## src/design/mic_pkg.sv

```systemverilog
// Constants and carrier types for the interrupt controller
package mic_pkg;
   // Data memory addresses of the control registers
   localparam logic [7:0] ADDR_PRIMARY = 8'h0B;
   localparam logic [7:0] ADDR_SECONDARY = 8'h1E;
   localparam logic [7:0] ADDR_GROUP = 8'h2F;
   // Field positions, primary register
   localparam int BIT_GIE = 0;
   localparam int BIT_EN_PIN = 1;
   localparam int BIT_EN_T0 = 2;
   localparam int BIT_EN_T1 = 3;
   localparam int BIT_PIN_F = 4;
   localparam int BIT_T0_F = 5;
   localparam int BIT_T1_F = 6;
   // Field positions, secondary register
   localparam int BIT_EN_UART = 0;
   localparam int BIT_EN_I2C = 1;
   localparam int BIT_EN_GRP = 2;
   localparam int BIT_UART_F = 4;
   localparam int BIT_I2C_F = 5;
   localparam int BIT_GRP_F = 6;
   // Field positions, group register
   localparam int BIT_EN_T2 = 0;
   localparam int BIT_EN_TB = 1;
   localparam int BIT_EN_RTC = 2;
   localparam int BIT_T2_F = 4;
   localparam int BIT_TB_F = 5;
   localparam int BIT_RTC_F = 6;
   // Writable bits; the rest read as zero
   localparam logic [7:0] MASK_PRIMARY = 8'h7F;
   localparam logic [7:0] MASK_OTHER = 8'h77;
   localparam logic [7:0] RESET_REG = 8'h00;
   localparam logic [5:0] RESET_FLAGS = 6'h00;
   localparam logic [2:0] RESET_GFLAGS = 3'h0;
   // Vectors, priority order from index 0
   localparam logic [7:0] VEC_PIN = 8'h04;
   localparam logic [7:0] VEC_T0 = 8'h08;
   localparam logic [7:0] VEC_T1 = 8'h0C;
   localparam logic [7:0] VEC_UART = 8'h10;
   localparam logic [7:0] VEC_I2C = 8'h14;
   localparam logic [7:0] VEC_GRP = 8'h18;
   localparam logic [2:0] SYNC_IDLE = 3'h7;

   // Data memory access from the core
   typedef struct packed {
      logic [7:0] addr;
      logic wr;
      logic rd;
      logic [7:0] wdata;
   } mic_mem_t;

   // Same-domain one-cycle events from peripherals
   typedef struct packed {
      logic tmr0_ovf;
      logic tmr1_ovf;
      logic [3:0] uart_status;
      logic slave_addr_match;
      logic i2c_byte_done;
      logic tmr2_ovf;
      logic tb_timeout;
      logic rtc_timeout;
   } mic_src_t;

   // Sequencer status from the core
   typedef struct packed {
      logic boundary;
      logic stack_full;
      logic return_from_irq;
      logic plain_return;
      logic halted;
   } mic_core_t;
endpackage

```

## src/design/mic_top.sv

```systemverilog
// Interrupt controller: flags, enables, priority and vector call
// Functional notes
// - Six request groups: pin, timer0, timer1, UART, I2C, combined group.
// - Enables and flags live in registers at 0BH, 1EH and 2FH.
// - Any acknowledge clears the global enable bit.
// - Requests still set their flags while servicing is blocked.
// - No acknowledge while the return stack is full.
// - Every enabled pending source can wake the device from halt.
// - Acknowledge pushes only the PC and branches to the vector.
// - Falling edge on the pin sets primary bit 4.
// - Pin request calls 04H, clears its flag and global enable.
// - Timer0 overflow sets bit 5, calls 08H, clears flag and enable.
// - Timer1 overflow sets bit 6, calls 0CH, same clearing.
// - UART status sets secondary bit 4; calls 010H, clears flag, enable.
// - Address match or byte done sets bit 5; calls 014H, clears.
// - Group flag set when an enabled timer2, RTC or time base flag sets.
// - Enabled group request calls 018H, clears group flag and enable.
// - The three group source flags are cleared only by software.
// - Fixed priority: pin, timer0, timer1, UART, I2C, group last.
// - Interrupt return sets global enable; plain return leaves it.
// - Flags stay set until serviced or cleared by software.
// - Primary bit 0 is the global enable, 1 enables.
module mic_top
   import mic_pkg::*;
(
   input wire logic clock,
   input wire logic rst,
   input wire logic irq_pin_n,
   input wire mic_pkg::mic_mem_t mem,
   input wire mic_pkg::mic_src_t src,
   input wire mic_pkg::mic_core_t core,
   output logic [7:0] rdata_r,
   output logic call_r,
   output logic [7:0] vector_r,
   output logic wake_r
);
   import mic_pkg::*;

   logic [2:0] pin_sync_r;
   logic pin_fall;
   logic global_irq_enable_r;
   logic [5:0] en_r;
   logic [5:0] flag_r;
   logic [2:0] grp_en_r;
   logic [2:0] grp_flag_r;
   logic [5:0] set_ev;
   logic [5:0] pend;
   logic [5:0] grant_nxt;
   logic ack_go;
   logic wr_pri;
   logic wr_sec;
   logic wr_grp;
   logic [2:0] grp_set;
   logic [7:0] rd_nxt;
   logic [7:0] vec_nxt;

   // Pin passes three flops; only the later two stages feed the edge detect
   always_ff @(posedge clock or posedge rst)
   begin
      if (rst)
         pin_sync_r <= SYNC_IDLE;
      else
         pin_sync_r <= {pin_sync_r[1:0], irq_pin_n};
   end

   assign pin_fall = pin_sync_r[2] & ~pin_sync_r[1];

   // Register decode at the documented data memory addresses
   assign wr_pri = mem.wr && mem.addr == ADDR_PRIMARY;
   assign wr_sec = mem.wr && mem.addr == ADDR_SECONDARY;
   assign wr_grp = mem.wr && mem.addr == ADDR_GROUP;

   // Group source events; each always sets its own flag, the group flag only when its own enable is on
   assign grp_set = {src.rtc_timeout, src.tb_timeout, src.tmr2_ovf};

   // Hardware set events for the six main flags
   always_comb
   begin
      set_ev[0] = pin_fall;
      set_ev[1] = src.tmr0_ovf;
      set_ev[2] = src.tmr1_ovf;
      set_ev[3] = |src.uart_status;
      set_ev[4] = src.slave_addr_match | src.i2c_byte_done;
      set_ev[5] = |(grp_set & grp_en_r);
   end

   // Pending and enabled, index 0 is the highest priority
   assign pend = flag_r & en_r;
   assign ack_go = core.boundary && global_irq_enable_r
      && !core.stack_full && (|pend);

   // One-hot winner: lowest set index wins
   always_comb
   begin
      grant_nxt = '0;
      vec_nxt = vector_r;
      if (pend[0])
      begin
         grant_nxt[0] = 1'b1;
         vec_nxt = VEC_PIN;
      end
      else if (pend[1])
      begin
         grant_nxt[1] = 1'b1;
         vec_nxt = VEC_T0;
      end
      else if (pend[2])
      begin
         grant_nxt[2] = 1'b1;
         vec_nxt = VEC_T1;
      end
      else if (pend[3])
      begin
         grant_nxt[3] = 1'b1;
         vec_nxt = VEC_UART;
      end
      else if (pend[4])
      begin
         grant_nxt[4] = 1'b1;
         vec_nxt = VEC_I2C;
      end
      else if (pend[5])
      begin
         grant_nxt[5] = 1'b1;
         vec_nxt = VEC_GRP;
      end
   end

   // Global enable: acknowledge clears, interrupt return sets
   always_ff @(posedge clock or posedge rst)
   begin
      if (rst)
         global_irq_enable_r <= 1'b0;
      else if (ack_go)
         global_irq_enable_r <= 1'b0;
      else if (core.return_from_irq)
         global_irq_enable_r <= 1'b1;
      else if (wr_pri)
         global_irq_enable_r <= mem.wdata[BIT_GIE];
   end

   // Individual enables, software only
   always_ff @(posedge clock or posedge rst)
   begin
      if (rst)
      begin
         en_r <= RESET_FLAGS;
         grp_en_r <= RESET_GFLAGS;
      end
      else
      begin
         if (wr_pri)
         begin
            en_r[0] <= mem.wdata[BIT_EN_PIN];
            en_r[1] <= mem.wdata[BIT_EN_T0];
            en_r[2] <= mem.wdata[BIT_EN_T1];
         end
         if (wr_sec)
         begin
            en_r[3] <= mem.wdata[BIT_EN_UART];
            en_r[4] <= mem.wdata[BIT_EN_I2C];
            en_r[5] <= mem.wdata[BIT_EN_GRP];
         end
         if (wr_grp)
         begin
            grp_en_r[0] <= mem.wdata[BIT_EN_T2];
            grp_en_r[1] <= mem.wdata[BIT_EN_TB];
            grp_en_r[2] <= mem.wdata[BIT_EN_RTC];
         end
      end
   end

   // Main flags; a hardware set beats both software and ack clears,
   // so an event landing on the clearing cycle stays pending
   always_ff @(posedge clock or posedge rst)
   begin
      if (rst)
         flag_r <= RESET_FLAGS;
      else
      begin
         for (int i = 0; i < 6; i++)
         begin
            if (set_ev[i])
               flag_r[i] <= 1'b1;
            else if (ack_go && grant_nxt[i])
               flag_r[i] <= 1'b0;
            else if (i < 3 && wr_pri)
               flag_r[i] <= mem.wdata[BIT_PIN_F + i];
            else if (i >= 3 && wr_sec)
               flag_r[i] <= mem.wdata[BIT_UART_F + i - 3];
         end
      end
   end

   // Group source flags: never cleared by acknowledge or by reading
   always_ff @(posedge clock or posedge rst)
   begin
      if (rst)
         grp_flag_r <= RESET_GFLAGS;
      else
      begin
         for (int j = 0; j < 3; j++)
         begin
            if (grp_set[j])
               grp_flag_r[j] <= 1'b1;
            else if (wr_grp)
               grp_flag_r[j] <= mem.wdata[BIT_T2_F + j];
         end
      end
   end

   // Call pulse and vector; the core pushes only the PC on it
   always_ff @(posedge clock or posedge rst)
   begin
      if (rst)
      begin
         call_r <= 1'b0;
         vector_r <= RESET_REG;
      end
      else
      begin
         call_r <= ack_go;
         vector_r <= ack_go ? vec_nxt : vector_r;
      end
   end

   // Wake needs no global enable, so a masked core still leaves halt
   always_ff @(posedge clock or posedge rst)
   begin
      if (rst)
         wake_r <= 1'b0;
      else
         wake_r <= core.halted && (|pend);
   end

   // Read mux; unused bits and other addresses read zero
   always_comb
   begin
      rd_nxt = RESET_REG;
      case (mem.addr)
         ADDR_PRIMARY:
            rd_nxt = {1'b0, flag_r[2:0], en_r[2:0], global_irq_enable_r};
         ADDR_SECONDARY:
            rd_nxt = {1'b0, flag_r[5:3], 1'b0, en_r[5:3]};
         ADDR_GROUP:
            rd_nxt = {1'b0, grp_flag_r, 1'b0, grp_en_r};
         default:
            rd_nxt = RESET_REG;
      endcase
   end

   // Read data stands one cycle per strobed cycle, then drops back to zero
   always_ff @(posedge clock or posedge rst)
   begin
      if (rst)
         rdata_r <= RESET_REG;
      else
         rdata_r <= mem.rd ? (rd_nxt & (mem.addr == ADDR_PRIMARY
            ? MASK_PRIMARY : MASK_OTHER)) : RESET_REG;
   end
endmodule

```

## config.mk

```make
export PLATFORM = sky130hd
export DESIGN_NAME = mic_top
export DESIGN_NICKNAME = d
export VERILOG_FILES = /design/src/design/mic_pkg.sv /design/src/design/mic_top.sv
export SDC_FILE = /design/constraint.sdc
export NUM_CORES = 1
export LEC_CHECK = 0
export ABC_AREA = 1
export BUFFER_PORTS_ARGS = -buffer_cell sky130_fd_sc_hd__buf_2
export CORE_UTILIZATION = 55
export DETAILED_ROUTE_END_ITERATION = 8
export GPL_TIMING_DRIVEN = 0
export PLACE_DENSITY_LB_ADDON = 0.15
export SYNTH_ARGS = -nofsm -noshare
export SYNTH_HDL_FRONTEND = slang
export SYNTH_SLANG_ARGS = --single-unit
export TNS_END_PERCENT = 30
```

## constraint.sdc

```tcl
create_clock -name clock -period 2.3 [get_ports clock]
set_input_delay 0.23 -clock clock [delete_from_list [all_inputs] [get_ports clock]]
set_output_delay 0.23 -clock clock [all_outputs]
set_load 0.005 [all_outputs]
```

After elaboration in Yosys (flattened, before gate mapping)
Index checks and enable logic that the tools add are counted.
{"block": "word_totals", "wordCells": 103, "out_inout_bits": 18, "register_bits": 40}
{"block": "op_classes", "mux": 47, "eq_ne": 3, "reduce_logical": 29, "bitwise": 6}
{"op": "$mux 8", "count": 7}
{"op": "$mux 1", "count": 34}
{"op": "$pmux 7 s3", "count": 1}
{"op": "$reduce_bool 3->1", "count": 7}
{"op": "$logic_and 1x1->1", "count": 13}
{"op": "$and 8x7->8", "count": 1}
{"op": "$eq 8x4->1 const B", "count": 1}
{"op": "$eq 8x5->1 const B", "count": 1}
{"op": "$eq 8x6->1 const B", "count": 1}
{"op": "$mux 4", "count": 2}
{"op": "$and 6x6->6", "count": 1}
{"op": "$reduce_bool 2->1", "count": 3}
{"op": "$reduce_bool 6->1", "count": 1}
{"op": "$reduce_or 6->1", "count": 1}
{"op": "$mux 5", "count": 1}
{"op": "$reduce_or 4->1", "count": 1}
{"op": "$and 3x3->3", "count": 1}
{"op": "$mux 3", "count": 1}
{"op": "$reduce_or 3->1", "count": 1}
{"op": "$mux 2", "count": 1}
{"op": "$reduce_and 2->1", "count": 1}
{"op": "$and 1x1->1", "count": 1}
{"op": "$logic_not 1->1", "count": 1}
{"op": "$not 1->1", "count": 1}
{"op": "$or 1x1->1", "count": 1}

Logic depth before layout (Yosys ltp)
{"block": "depth", "word_depth": 10, "mapped_depth": 8, "ltp_nobuf": 8}

Worst setup path after synthesis
Ideal clock, no wire load.
{"block": "synth_path", "kind": "register to register", "startpoint": "reg en_r[1]", "endpoint": "reg global_irq_enable_r", "slack_ps": 1163, "path_buffers": 0, "period_less_slack_ps": 1137, "path_stages_with_launch": 9, "arrival_time_ps": 1019, "required_ps": 2183, "cell_sequence": "dfrtp_1 > nand2_2 > nand2_1 > nor2_4 > nand2_2 > nand2_4 > nand3_1 > nand2_1 > nand2_1"}
{"block": "synth_via", "elab_chain_len": 4}
{"element": "start, declared", "line": "mic_top.sv:42", "text": "logic [5:0] en_r;"}
{"element": "start signal, assigned", "line": "mic_top.sv:155", "text": "en_r[1] <= mem.wdata[BIT_EN_T0];"}
{"element": "$and 6x6->6 (*)", "line": "mic_top.sv:88", "text": "assign pend = flag_r & en_r;"}
{"element": "$reduce_or 6->1 (*)", "line": "mic_top.sv:90", "text": "&& !core.stack_full && (|pend);"}
{"element": "$logic_and 1x1->1 (*)", "line": "mic_top.sv:90"}
{"element": "$reduce_bool 3->1 (no line) / $mux 1 (equally long branches)"}
{"element": "end signal, assigned", "line": "mic_top.sv:139", "text": "global_irq_enable_r <= mem.wdata[BIT_GIE];"}
{"element": "end, declared", "line": "mic_top.sv:41", "text": "logic global_irq_enable_r;"}
Every way passes the cells marked *; elsewhere a longest branch is shown, timed or not.
A chain may end at the register's enable or synchronous reset.

Worst setup path in the final report
{"block": "layout_path", "startpoint": "reg en_r[2]", "endpoint": "reg global_irq_enable_r"}
The elaborated chain is that of the path after synthesis.

==> impl_metrics.toml <==
[sta]
final_hold_viol_count = 0
setup_viol = 0
period_needed_ns = 1.352
fin_tns_setup_ns = 0
tightest_slew_ns = 0.6931
rsz0062_at_grt = "false"
max_clock_freq_ghz = 0.7398
max_slew_margin_pct = 53.74
skew_ns = 0.01514
maxSlewViolCount = 0
holdWs_ns = 0.06290
period_share_pct = 58.77

[routing]
ant_nets = 0
viasPerCell = 4.959
drc = 0
wirelength_um = 3914
drt_iter0_markers = 76
wl_per_cell_um = 11.55
drtPass1Iterations = 4
vias = 1681

[critical_path]
path_cells = "nand2_1 -> nand2_1 -> nor2_4 -> nand2_2 -> nand2_4 -> nand3_1 -> nand2_1 -> nand2_1"
crit_buf_inv = 0
cp_max_fo = 8
r2r-start = "en_r[2]"
path_delay_family = "simple AND/OR/NAND/NOR gates"
path_common_cell = "nand2_1"
rrSetupSlack_ns = 0.95
crit_slowest_cell = "dfrtp_1"
crit_type = "reg2reg"
worstReg2RegEnd = "global_irq_enable_r"
cp-end-kind = "flop"
worstSetupStartpointType = "flop"
critPathRequiredTime_ns = 2.53
cpPeakStageDelay_ns = 0.42
arrival_ns = 1.59
r2r_cells = 8

[flow_run]
cap_violations = 0

[clocking]
clockBufferDepth = 2
clock-sinks = 34
post_cts_buffers = 0
cts_tree = "built"
path_clk_slew_ns = 0.11
cts_root_buf = "clkbuf_4"
numCtsBuffers = 5
clk_latency_ns = 0.35
htreeDepth = 2

[logic_synthesis]
synthTopCellsByArea = "dfrtp_1, nand2_1, inv_1, nand3_1, nor2_4"
async_reset_ff_share_pct = 100.0
yosysWarnings = 0
yosysTopAreaCell = "dfrtp_1"
synth_area_mm2 = 0.001846
syn_inst = 234
synth_flop_cell = "dfrtp_1"
yosysTopAreaCellShare_pct = 42.03
synth_most_common_cell = "nand2_1"
synth.top_cells.by_count = "nand2_1, dfrtp_1, inv_1"
ys_ff_latch = 34
synth-edff-count = 0
ys_types = 23
ys_seq_area_share_pct = 46.31
postSynthAreaPerCell_um2 = 7.887

[pwr]
p_leak_nw = 1.313
peakVddDrop_uv = 591.3
power_density_mw_per_mm2 = 605.7

[final_layout]
final_nets = 331
drive_above_1_share_pct = 30.17
n_antenna_cell = 0
synthToLayoutAreaGrowth_pct = 24.54

[floorplanning]
die_area_mm2 = 0.003591
row_count = 20
io_pins = 55
die_w_um = 59.93
initial_utilization_pct = 59.00
die_y_um = 59.93
coreArea_mm2 = 0.003128

[worst_hold_path]
hp-start = "src[4]"
hp-class = "in2reg"
hold_path_end = "flag_r[4]"
hold_depth = 3

[grt]
gr-total-overflow = 0
grt_pass1_vias = 1509
grt_pass1_wl_um = 6541
grt_max_degree = 35
grt_util_all_layers_pct = 25.33
antenna_found_initial = 0

[placed_design]
gp_congestion = 0.8786
io_buffers = 45
dp_hpwl_um = 3077

[status]
outcome = "finished, final reports clean"
per-stage QoR:
stage                     area, µm²  total power (W)  instances  util, %  setup WS (ns)
after floorplan                1864        0.0007678        239        -          1.163
after global placement         2145        0.0008344        328    68.56         0.8861
after detailed placement       2145        0.0008403        328    68.56         0.8924
after CTS                      2261         0.001392        337    72.28         0.9654
after global routing           2298         0.001459        339    73.48         0.8216
final                          2298         0.001392        339    73.48         0.9482
what timing repair did:
item                                    4_1_cts  5_1_grt
hold endpoints to repair                      1       13
resized for setup                             0        0
endpoints found under the setup margin        0        0
hold buffers                                  1        1
cell families (layout without fill, tap and decap cells):
| logic type | Yosys count | in the layout | share of synthesized area, % |
|---|---|---|---|
| AO/OA/AOI/OAI | 23 | 23 | 6.576 |
| other | 1 | 6 | 0.2032 |
| flip-flops | 34 | 34 | 46.31 |
| buffers and inverters | 41 | 97 | 9.627 |
| AND/OR/NAND/NOR | 135 | 135 | 37.29 |
flip-flops by register name, indices dropped and copies added, names as in the netlist:
register,cells
call_r,1
en_r,6
flag_r,6
global_irq_enable_r,1
grp_en_r,3
grp_flag_r,3
pin_sync_r,3
rdata_r,7
vector_r,3
wake_r,1
layer usage:
metal / wire length (µm) / global-route usage (%) / share of wire, % / vias to the layer above
li1: - / - / - / 851
met1: 1729 / 33.19 / 44 / 762
met2: 1885 / 41.11 / 48 / 59
met3: 225 / 6.061 / 5.7 / 9
met4: 74 / 8.638 / 1.9 / 0
met5: 0 / 0 / 0 / -
layout by cell type (no fill, tap or decap), drive strengths merged, types with 6 or more instances in the layout:
cell / Yosys / layout
nand3: 23 / 23
inv: 34 / 34
nor2: 20 / 20
conb: 1 / 6
buf: 7 / 53
a21oi: 6 / 6
nand4: 8 / 8
nand2: 83 / 83
dfrtp: 31 / 31
o21ai: 15 / 15
cell type report:
type | instances | area [µm²]
fill | 261 | 829.5
multi-input combinational | 164 | 832.0
inverter | 34 | 127.6
clock inverter | 3 | 68.82
tap | 44 | 55.05
buffer | 7 | 50.05
clock buffer | 5 | 37.54
sequential | 34 | 854.6
timing repair buffer | 48 | 272.8
worst max path at each step:
stage / from / to / cells past startpoint
floorplan: en_r[1] / global_irq_enable_r / 8
CTS: en_r[2] / global_irq_enable_r / 8
global placement: rst / grp_en_r[1] / 2
global route: en_r[2] / global_irq_enable_r / 8
detailed placement: rst / grp_en_r[2] / 2
finish: en_r[2] / global_irq_enable_r / 8
worst register-to-register path: cells and delay by family, from the launching register on:
| kind | cells | cell delay [ns] |
|---|---|---|
| and+or+nand+nor | 8 | 0.83 |
| DFF | 1 | 0.42 |
power by group:
group	switching, W	internal (W)	total, W
Combinational	0.000111	0.0000778	0.000189
Clock	0.000215	0.000340	0.000555
Sequential	0.0000183	0.000630	0.000649
Total	0.000344	0.00105	0.00139
Note: power is estimated with default switching activity, not from simulation.
